$ cat src/verilog/blp_defs.svh
// blp_defs.svh: widths, lane layout and timing counts for the byte-lane parity block
// assumes: included by bare name from the package and design modules
`ifndef BLP_DEFS_SVH
`define BLP_DEFS_SVH

`define BLP_DATA_W        32
`define BLP_LANES         4
`define BLP_LANE_W        8
`define BLP_ADDR_HI       31
`define BLP_ADDR_LO       2
`define BLP_SNOOP_LO      4
`define BLP_WORD_ADDR_W   30
`define BLP_LINE_ADDR_W   28
`define BLP_PARITY_CHECK_RESULT_N_IDLE     1'h1
`define BLP_BE_IDLE       4'hF
`define BLP_WDRIVE_CLK    2
// bus width codes
`define BLP_WIDTH_32      2'h0
`define BLP_WIDTH_16      2'h1
`define BLP_WIDTH_8       2'h2

`endif

$ cat src/verilog/blp_pkg.sv
// blp_pkg.sv: types shared by the byte-lane parity design
// assumes: blp_defs.svh is on the include path
`include "blp_defs.svh"
package blp_pkg;

  typedef logic [`BLP_LANES-1:0] blp_lanes_t;

  // cycle request from the core
  typedef struct packed {
    logic                          start;
    logic                          write;
    logic [`BLP_WORD_ADDR_W-1:0]   word_addr;
    blp_lanes_t                    byte_lane_select_n;
    logic [`BLP_DATA_W-1:0]        wdata;
  } blp_req_s;

  // bus-side output group with enables (enable low = driving)
  typedef struct packed {
    logic [`BLP_WORD_ADDR_W-1:0]   word_address_lines;
    logic                          addr_oe_n;
    blp_lanes_t                    byte_lane_select_n;
    logic                          be_oe_n;
    logic [`BLP_DATA_W-1:0]        data;
    blp_lanes_t                    lane_parity;
    logic                          data_oe_n;
  } blp_bus_out_s;

  typedef enum logic [1:0] {
    BLP_IDLE,
    BLP_ADDR,
    BLP_DATA
  } blp_state_e;

endpackage

$ cat src/verilog/blp_bus_lane_parity.sv
// blp_bus_lane_parity.sv: address/byte-lane drive, write data and parity, read parity status
// assumes: one 40 MHz clock; bus inputs synchronous; ready arrives from the system controller
//
// Summary of operation
// - every bus input sampled and output launched on core clock rising edge.
// - location is word address lines 31..2 plus four low byte lane selects.
// - system may drive address 31..4 in as a cache line invalidate address.
// - address outputs float during bus hold or address hold.
// - byte lane selects active low for accessed bytes, floated in bus hold.
// - select 3 covers d31..24, down to select 0 for d7..0.
// - d7..0 is least significant byte, d31..24 most significant.
// - write data driven from second clock of the cycle onward.
// - one parity bit per byte generated on every write with data timing.
// - read parity only feeds the status, never read data or flow.
// - lane parity driven high-active on writes from the second clock onward.
// - parity status appears the clock after ready for the data just sampled.
// - status low means parity error, high means none.
// - only lanes enabled by selects and bus width are checked.
// - status valid one clock after read data, otherwise high, never floated.
`timescale 1ns/1ps
`include "blp_defs.svh"
module blp_bus_lane_parity #(
  parameter int LANES  = `BLP_LANES,
  parameter int LANE_W = `BLP_LANE_W
) (
  // clock and reset
  input  wire logic                          core_clk_in,
  input  wire logic                          sys_rst_in,
  // core request side
  input  wire blp_pkg::blp_req_s             req_in,
  input  wire logic                          cycle_end_in,
  input  wire logic [1:0]                    bus_width_in,
  // hold controls
  input  wire logic                          bus_hold_in,
  input  wire logic                          addr_hold_in,
  // snoop side
  input  wire logic                          snoop_strobe_in,
  input  wire logic [`BLP_WORD_ADDR_W-1:0]   word_address_lines_in,
  // read data side
  input  wire logic                          ready_in,
  input  wire logic [`BLP_DATA_W-1:0]        data_in,
  input  wire logic [`BLP_LANES-1:0]         lane_parity_in,
  // bus outputs
  output blp_pkg::blp_bus_out_s              bus_out,
  output logic                               parity_check_result_n_out,
  output logic [`BLP_DATA_W-1:0]             read_data_out,
  output logic                               read_valid_out,
  output logic                               snoop_valid_out,
  output logic [`BLP_LINE_ADDR_W-1:0]        snoop_line_addr_out
);
  import blp_pkg::*;

  // ***************************************************************
  // elaboration checks
  // ***************************************************************
  if (LANES * LANE_W != `BLP_DATA_W || LANES != 4) begin : g_bad_param
    $error("blp_bus_lane_parity: lane geometry must cover the 32-bit bus");
  end

  // ***************************************************************
  // cycle sequencing
  // ***************************************************************
  blp_state_e              state;
  blp_state_e              next_state;
  logic                    cyc_write;
  logic                    rd_pending;
  logic [`BLP_LANES-1:0]   rd_lane_en;
  logic                    next_parity_check_result_n_n;
  logic                    par_err;
  logic [`BLP_LANES-1:0]   gen_parity;
  logic [`BLP_LANES-1:0]   width_en;
  logic [`BLP_LANES-1:0]   check_en;
  logic                    drive_wdata;
  logic                    float_addr;
  logic                    float_be;

  // state walks idle -> first clock (addr) -> later clocks (data) until cycle end
  always_comb begin
    next_state = state;
    case (state)
      BLP_IDLE: begin
        if (req_in.start && !bus_hold_in) begin
          next_state = BLP_ADDR;
        end
      end
      BLP_ADDR: begin
        next_state = cycle_end_in ? BLP_IDLE : BLP_DATA;
      end
      BLP_DATA: begin
        if (cycle_end_in) begin
          next_state = BLP_IDLE;
        end
      end
      default: begin
        next_state = BLP_IDLE;
      end
    endcase
  end

  always_ff @(posedge core_clk_in or posedge sys_rst_in) begin
    if (sys_rst_in) begin
      state <= BLP_IDLE;
    end else begin
      state <= next_state;
    end
  end

  // ***************************************************************
  // decode of drive windows and lane enables
  // ***************************************************************
  // data and parity launched from the edge that enters the second clock
  assign drive_wdata = cyc_write && (next_state == BLP_DATA);
  assign float_addr  = bus_hold_in || addr_hold_in;
  assign float_be    = bus_hold_in;
  // narrow bus: only low lanes carry data, so upper lanes must not raise errors
  assign width_en    = (bus_width_in == `BLP_WIDTH_8)  ? 4'h1 :
                       (bus_width_in == `BLP_WIDTH_16) ? 4'h3 : 4'hF;
  assign check_en    = rd_lane_en & width_en;
  assign next_parity_check_result_n_n = (rd_pending && ready_in) ? ~par_err : `BLP_PARITY_CHECK_RESULT_N_IDLE;

  // ***************************************************************
  // parity generation and checking
  // ***************************************************************
  // one instance shared: write data in a write cycle, returned data otherwise
  blp_lane_parity #(
    .LANES  (LANES),
    .LANE_W (LANE_W)
  ) u_par (
    .data_in        (cyc_write ? req_in.wdata : data_in),
    .parity_in      (lane_parity_in),
    .lane_enable_in (check_en),
    .parity_out     (gen_parity),
    .error_out      (par_err)
  );

  // ***************************************************************
  // cycle context registers
  // ***************************************************************
  always_ff @(posedge core_clk_in or posedge sys_rst_in) begin
    if (sys_rst_in) begin
      cyc_write  <= 1'b0;
      rd_pending <= 1'b0;
      rd_lane_en <= 4'h0;
    end else if (state == BLP_IDLE && next_state == BLP_ADDR) begin
      cyc_write  <= req_in.write;
      rd_pending <= !req_in.write;
      rd_lane_en <= ~req_in.byte_lane_select_n;
    end else if (next_state == BLP_IDLE) begin
      cyc_write  <= 1'b0;
      rd_pending <= 1'b0;
    end
  end

  // ***************************************************************
  // address and byte lane outputs
  // ***************************************************************
  // selects stay at their idle high between cycles so no lane looks active
  always_ff @(posedge core_clk_in or posedge sys_rst_in) begin
    if (sys_rst_in) begin
      bus_out.word_address_lines <= '0;
      bus_out.addr_oe_n          <= 1'b1;
      bus_out.byte_lane_select_n <= `BLP_BE_IDLE;
      bus_out.be_oe_n            <= 1'b1;
    end else begin
      if (state == BLP_IDLE && next_state == BLP_ADDR) begin
        bus_out.word_address_lines <= req_in.word_addr;
        bus_out.byte_lane_select_n <= req_in.byte_lane_select_n;
      end else if (next_state == BLP_IDLE) begin
        bus_out.byte_lane_select_n <= `BLP_BE_IDLE;
      end
      bus_out.addr_oe_n <= float_addr;
      bus_out.be_oe_n   <= float_be;
    end
  end

  // ***************************************************************
  // write data and lane parity outputs
  // ***************************************************************
  always_ff @(posedge core_clk_in or posedge sys_rst_in) begin
    if (sys_rst_in) begin
      bus_out.data        <= '0;
      bus_out.lane_parity <= '0;
      bus_out.data_oe_n   <= 1'b1;
    end else begin
      bus_out.data_oe_n <= ~drive_wdata;
      if (drive_wdata) begin
        bus_out.data        <= req_in.wdata;
        bus_out.lane_parity <= gen_parity;
      end
    end
  end

  // ***************************************************************
  // read data and parity status
  // ***************************************************************
  // read data passes untouched; parity only reaches the status flop
  always_ff @(posedge core_clk_in or posedge sys_rst_in) begin
    if (sys_rst_in) begin
      parity_check_result_n_out <= `BLP_PARITY_CHECK_RESULT_N_IDLE;
      read_data_out             <= '0;
      read_valid_out            <= 1'b0;
    end else begin
      parity_check_result_n_out <= next_parity_check_result_n_n;
      read_valid_out            <= rd_pending && ready_in;
      if (rd_pending && ready_in) begin
        read_data_out <= data_in;
      end
    end
  end

  // ***************************************************************
  // inward snoop address
  // ***************************************************************
  // only bits 31..4 are taken; the line is 16 bytes so 3..2 do not matter
  always_ff @(posedge core_clk_in or posedge sys_rst_in) begin
    if (sys_rst_in) begin
      snoop_valid_out     <= 1'b0;
      snoop_line_addr_out <= '0;
    end else begin
      snoop_valid_out <= snoop_strobe_in;
      if (snoop_strobe_in) begin
        snoop_line_addr_out <= word_address_lines_in[`BLP_WORD_ADDR_W-1 -: `BLP_LINE_ADDR_W];
      end
    end
  end

endmodule

$ cat src/verilog/blp_lane_parity.sv
// blp_lane_parity.sv: even-parity generator and masked checker for all byte lanes
// assumes: purely combinational; caller registers results
`timescale 1ns/1ps
`include "blp_defs.svh"
module blp_lane_parity #(
  parameter int LANES  = `BLP_LANES,
  parameter int LANE_W = `BLP_LANE_W
) (
  // data and parity
  input  wire logic [LANES*LANE_W-1:0] data_in,
  input  wire logic [LANES-1:0]        parity_in,
  input  wire logic [LANES-1:0]        lane_enable_in,
  // results
  output logic [LANES-1:0]             parity_out,
  output logic                         error_out
);
  logic [LANES-1:0] lane_bad;

  // one generator per lane; lane 0 is d7..0, lane 3 is d31..24
  for (genvar g = 0; g < LANES; g++) begin : g_lane
    assign parity_out[g] = ^data_in[g*LANE_W +: LANE_W];
    assign lane_bad[g]   = lane_enable_in[g] & (parity_out[g] ^ parity_in[g]);
  end
  assign error_out = |lane_bad;
endmodule

$ cat config.mk
export PLATFORM = sky130hd
export DESIGN_NAME = blp_bus_lane_parity
export DESIGN_NICKNAME = d
export VERILOG_FILES = /design/src/verilog/blp_pkg.sv /design/src/verilog/blp_bus_lane_parity.sv /design/src/verilog/blp_lane_parity.sv
export VERILOG_INCLUDE_DIRS = /design/src /design/src/verilog
export SDC_FILE = /design/constraint.sdc
export NUM_CORES = 1
export LEC_CHECK = 0
export ABC_AREA = 1
export BUFFER_PORTS_ARGS = -buffer_cell sky130_fd_sc_hd__buf_4
export CORE_MARGIN = 4
export CORE_UTILIZATION = 53
export CTS_CLUSTER_DIAMETER = 60
export DETAILED_ROUTE_END_ITERATION = 8
export GPL_ROUTABILITY_DRIVEN = 0
export MAX_ROUTING_LAYER = met4
export PLACE_DENSITY = 0.86
export SLEW_MARGIN = 15
export SYNTH_ARGS = -nofsm -noshare
export SYNTH_HDL_FRONTEND = slang
export SYNTH_SLANG_ARGS = --single-unit
$ cat constraint.sdc
create_clock -name core_clk_in -period 12.75 [get_ports core_clk_in]
set_clock_uncertainty 0.15 [all_clocks]
set_input_delay 1.275 -clock core_clk_in [delete_from_list [all_inputs] [get_ports core_clk_in]]
set_output_delay 1.275 -clock core_clk_in [all_outputs]
set_load 0.03 [all_outputs]
Word-level counts from Yosys, hierarchy flattened. Cells that the tools add are included.

Register bits: 144. Output and inout bits: 136. Input bits: 143.

Reductions and logical operators: 15. Multiplexer cells: 13. Eq/ne operators: 6. Bitwise logic cells: 12.

Operator list (number): $mux 32 (1); $reduce_xor 8->1 (4); $mux 4 (4); $eq 2x1->1 const B (3); $eq 2x2->1 const B (3); $mux 2 (3); $pmux 2 s3 (1); $and 1x1->1 (4); $and 4x4->4 (1); $logic_and 1x1->1 (4); $logic_not 2->1 (2); $mux 1 (4); $not 4->4 (1); $reduce_or 4->1 (1); $xor 1x1->1 (4); $logic_not 1->1 (2); $not 1->1 (2); $reduce_bool 2->1 (1); $logic_or 1x1->1 (1).

Depth between registers and ports, before layout.
Word-level depth: 8. Depth in mapped cells: 15.

By module. From an unflattened synthesis, not the netlist that was laid out.

Cells, all modules: 822. Area total of the unflattened synthesis: 6630.1 um^2.

Modules (own cells, without submodules): blp_bus_lane_parity (cells each 616, instances 1, area each 5811.8 um^2, sequential area each 3613.5 um^2); blp_lane_parity (cells each 206, instances 1, area each 818.3 um^2, sequential area each 0.0 um^2).

Worst setup path after synthesis. OpenSTA, ideal clock, no wires.

Path kind: input-to-reg. Start: in snoop_strobe_in. End: reg snoop_line_addr_out[0]. Stages on the path: 3. Arrival time: 2.183 ns. Path buffers: 2. Path slack: 10.292 ns. Library setup time: 0.125 ns. Required time: 12.475 ns. Cell sequence: clkbuf_1 buf_2 mux2_2.

RTL lines: start, declared (RTL line blp_bus_lane_parity.sv:37) `input wire logic snoop_strobe_in,`; end signal, assigned (RTL line blp_bus_lane_parity.sv:222) `` snoop_line_addr_out <= word_address_lines_in[`BLP_WORD_ADDR_W-1 -: `BLP_LINE_ADDR_W]; ``; end, declared (RTL line blp_bus_lane_parity.sv:49) `` output logic [`BLP_LINE_ADDR_W-1:0] snoop_line_addr_out ``.

No word-level cell between the ends.

Worst setup path after layout.
Start: reg cyc_write. End: reg parity_check_result_n_out.

Cells in the longest elaborated chain, start to end: 7. Elaborated cells between the ends (all ways): 16. Classes of those cells: 2 x mux; 9 x bitwise; 5 x reduce/logical.

RTL lines: start, declared (RTL line blp_bus_lane_parity.sv:65) `logic cyc_write;`; start signal, assigned (RTL line blp_bus_lane_parity.sv:145) `cyc_write <= req_in.write;`; $mux 32 (*) (RTL line blp_bus_lane_parity.sv:129) `.data_in (cyc_write ? req_in.wdata : data_in),`; $reduce_xor 8->1 (RTL line blp_lane_parity.sv:21) `assign parity_out[g] = ^data_in[g*LANE_W +: LANE_W];`; $xor 1x1->1 (RTL line blp_lane_parity.sv:22) `assign lane_bad[g] = lane_enable_in[g] & (parity_out[g] ^ parity_in[g]);`; $and 1x1->1 (RTL line blp_lane_parity.sv:22); $reduce_or 4->1 (*) (RTL line blp_lane_parity.sv:24) `assign error_out = |lane_bad;`; $not 1->1 (*) (RTL line blp_bus_lane_parity.sv:119) `` assign next_parity_check_result_n_n = (rd_pending && ready_in) ? ~par_err : `BLP_PARITY_CHECK_RESULT_N_IDLE; ``; $mux 1 (no source line) (*); via next_parity_check_result_n_n (RTL line blp_bus_lane_parity.sv:68) `logic next_parity_check_result_n_n;`; end signal, assigned (RTL line blp_bus_lane_parity.sv:199) `` parity_check_result_n_out <= `BLP_PARITY_CHECK_RESULT_N_IDLE; ``; end signal, assigned (RTL line blp_bus_lane_parity.sv:203) `parity_check_result_n_out <= next_parity_check_result_n_n;`; end, declared (RTL line blp_bus_lane_parity.sv:45) `output logic parity_check_result_n_out,`.

Mark *: on every way through the listed nets, which the timed path passes. The rest lies on a longest branch. A chain may end at the register's enable or synchronous reset.

==> flow_summary.json <==
{
  "min_from": "bus_out[48]",
  "finalNetCount": 1349,
  "yosysWarnings": 0,
  "grt.overflow.total": 0,
  "dp.cells": 1362,
  "period_needed_ns": 2.73,
  "synth.distinct_cells": 21,
  "max_stage_delay_ns": 1.06,
  "ys_ff_latch": 144,
  "synth_area_leaders": "dfrtp_1 (48%), nand2_1 (27%), o21ai_0 (7.1%)",
  "synth_top_area_cell": "dfrtp_1",
  "grtUsageTotal_pct": 27.1,
  "netlist_area_um2": 7100,
  "clk_latency_ns": 0.42,
  "wl_per_cell_um": 14.8,
  "critPathKind": "register to register",
  "clockBufferDepth": 2,
  "clk_pin_slew_worst_paths_ns": 0.06,
  "cpMostUsedCell": "nand2_1",
  "critPathCaptureType": "register",
  "core_area_um2": 13200,
  "drt-initial-drc-count": 446,
  "via_per_inst": 5.01,
  "die_h_um": 124,
  "p_leak_nw": 5.59,
  "cts_tree": "built",
  "finalInstanceArea_um2": 9850,
  "final_max_slew_viol_count": 0,
  "cts_max_level": 4,
  "tns_ns": 0,
  "die_w_um": 124,
  "post_cts_resized": 0,
  "cellPowerDensity_nw_per_um2": 173,
  "drc_errors": 0,
  "avgSynthCellArea_um2": 7.49,
  "io_pins": 279,
  "hpwl_um": 14600,
  "status": "finished clean",
  "finalNonFillerCells": 1394,
  "numPortBuffers": 276,
  "postRouteAntennaNets": 0,
  "n_antenna_cell": 0,
  "cp_max_fo": 109,
  "syn_nets": 1092,
  "fmax_mhz": 367,
  "reg2reg_to": "parity_check_result_n_out",
  "r2r.worst_path.cells": 13,
  "nFillCells": 1001,
  "grt_pass1_wl_um": 31100,
  "post_cts_buffers": 0,
  "min_path_type": "register to register",
  "cts_buffers": 17,
  "hold_depth": 2,
  "maxCapViolCount": 0,
  "cts-root-buf": "clkbuf_16",
  "relSlewSlack_pct": 32.7,
  "syn_to_final_growth_pct": 38.7,
  "dp_slack_ns": 9.66,
  "ys_seq_area_share_pct": 50.9,
  "min_to": "bus_out[48]",
  "routed_wl_um": 20600,
  "cts.hold.buffers_added": 0,
  "hold_viol": 0,
  "dpl_cell_area_um2": 9210,
  "setup_violations": 0,
  "dr.pass1.iters": 5,
  "synthDominantCellAreaShare_pct": 47.9,
  "crit_chain": "inv_4 -> nand2_1 -> nand2_1 -> nand2_1 -> nand2_1 -> nand2_1 -> nand2_1 -> nand2_1 -> nand2_1 -> nand2_1 -> nand3_1 -> nand2_1 -> o21ai_2",
  "reg2reg_slack_ns": 10.02,
  "arrival_ns": 2.92,
  "tightest_slew_ns": 1.01,
  "timing.final.ws_setup_ns": 10.02,
  "worst_ep_required_time_ns": 12.95,
  "startpoint_type": "register",
  "start_util_pct": 53.9,
  "vias": 6983,
  "numClockSinks": 144,
  "drive_gt1_share_pct": 28.9,
  "fin_crit_sh_pct": 21.4,
  "die_area_um2": 15300,
  "grt_setup_unrepaired": "false",
  "slowest_stage": "dfrtp_4",
  "r2r_start": "cyc_write",
  "placementRows": 42,
  "antenna_found_initial": 0,
  "regArea_um2": 3620,
  "vdd.ir_drop.worst_v": 0.000119,
  "synthCells": 948,
  "grt_max_degree": 110,
  "multiInputGateArea_um2": 2970,
  "grt_pass1_vias": 6451
}
## logic make-up after synthesis
family / Yosys count / share of synthesized area, %
xor+xnor: 5 / 0.617
mux: 28 / 4.44
simple gates: 542 / 28.8
fa+ha+maj: 1 / 0.176
compound gates: 107 / 7.63
flops: 144 / 50.9
buf+inv: 121 / 7.43
## layout make-up
| cell class | count | area share (%) |
|---|---|---|
| sequential | 144 | 36.7 |
| clock buffer | 19 | 4.39 |
| inverter | 80 | 3.12 |
| timing repair buffer | 279 | 21.3 |
| clock inverter | 13 | 2.11 |
| tap | 176 | 2.23 |
| multi-input combinational | 683 | 30.2 |
## stage by stage
stage	total power (W)	util [%]	hold slack, ns
floorplan	0.000932	-	0.303
global placement	0.00115	69.8	0.314
detailed placement	0.00117	69.8	0.316
CTS	0.00172	74.7	0.333
global route	0.00179	74.7	0.347
finish	0.00171	74.7	0.332
## worst max-delay path: cells and delay by family (launching register included)
family,cells,cell delay [ns]
and+or+nand+nor,11,0.94
AOI/OAI and AO/OA,1,0.06
DFF,1,1.06
buffers and inverters,1,0.40
## layer usage
metal / track usage [%] / vias to the layer above / share of wire (%) / wire length [um]
met5: - / - / 0 / 0
met4: 10.9 / 0 / 2.7 / 566
met3: 7.04 / 49 / 7.9 / 1620
met2: 45.3 / 277 / 52 / 10600
met1: 31.2 / 3238 / 38 / 7780
li1: - / 3419 / - / -
## Yosys cell counts, drive strengths merged
library cell	number
ha	1
xor2	2
buf	25
o21ai	106
xnor2	3
nand3	10
or2	1
inv	80
mux2	28
clkbuf	16
dfstp	8
o21bai	1
dfrtp	136
nand2	514
nor2	17
## state kept, by name, summed over array words and instances, names as in the netlist
name and flops:
bus_out 73, cyc_write 1, parity_check_result_n_out 1, rd_lane_en 4, rd_pending 1, read_data_out 32, read_valid_out 1, snoop_line_addr_out 28
snoop_valid_out 1, state 2
## power by group
group / internal (W) / switching (W)
clock: 0.000349 / 0.000198
sequential: 0.000552 / 0.0000604
combinational: 0.000205 / 0.000345
total: 0.00111 / 0.000603
## how the worst max path moves through the flow
| stage | startpoint | to | cells past startpoint |
|---|---|---|---|
| floorplan | sys_rst_in | bus_out[10] | 1 |
| global placement | bus_hold_in | bus_out[69] | 7 |
| detailed placement | bus_hold_in | bus_out[69] | 7 |
| CTS | cyc_write | parity_check_result_n_out | 13 |
| global route | cyc_write | parity_check_result_n_out | 13 |
| finish | cyc_write | parity_check_result_n_out | 13 |
## cells in the final DEF (no fill, tap or decap), types with 8 or more instances in the layout
| cell | n |
|---|---|
| buf_4 | 279 |
| clkbuf_16 | 17 |
| dfrtp_1 | 135 |
| dfstp_2 | 8 |
| inv_1 | 78 |
| mux2_2 | 28 |
| nand2_1 | 512 |
| nand3_1 | 10 |
| nor2_1 | 17 |
| o21ai_0 | 101 |
Note: power is estimated with default switching activity, not from simulation.
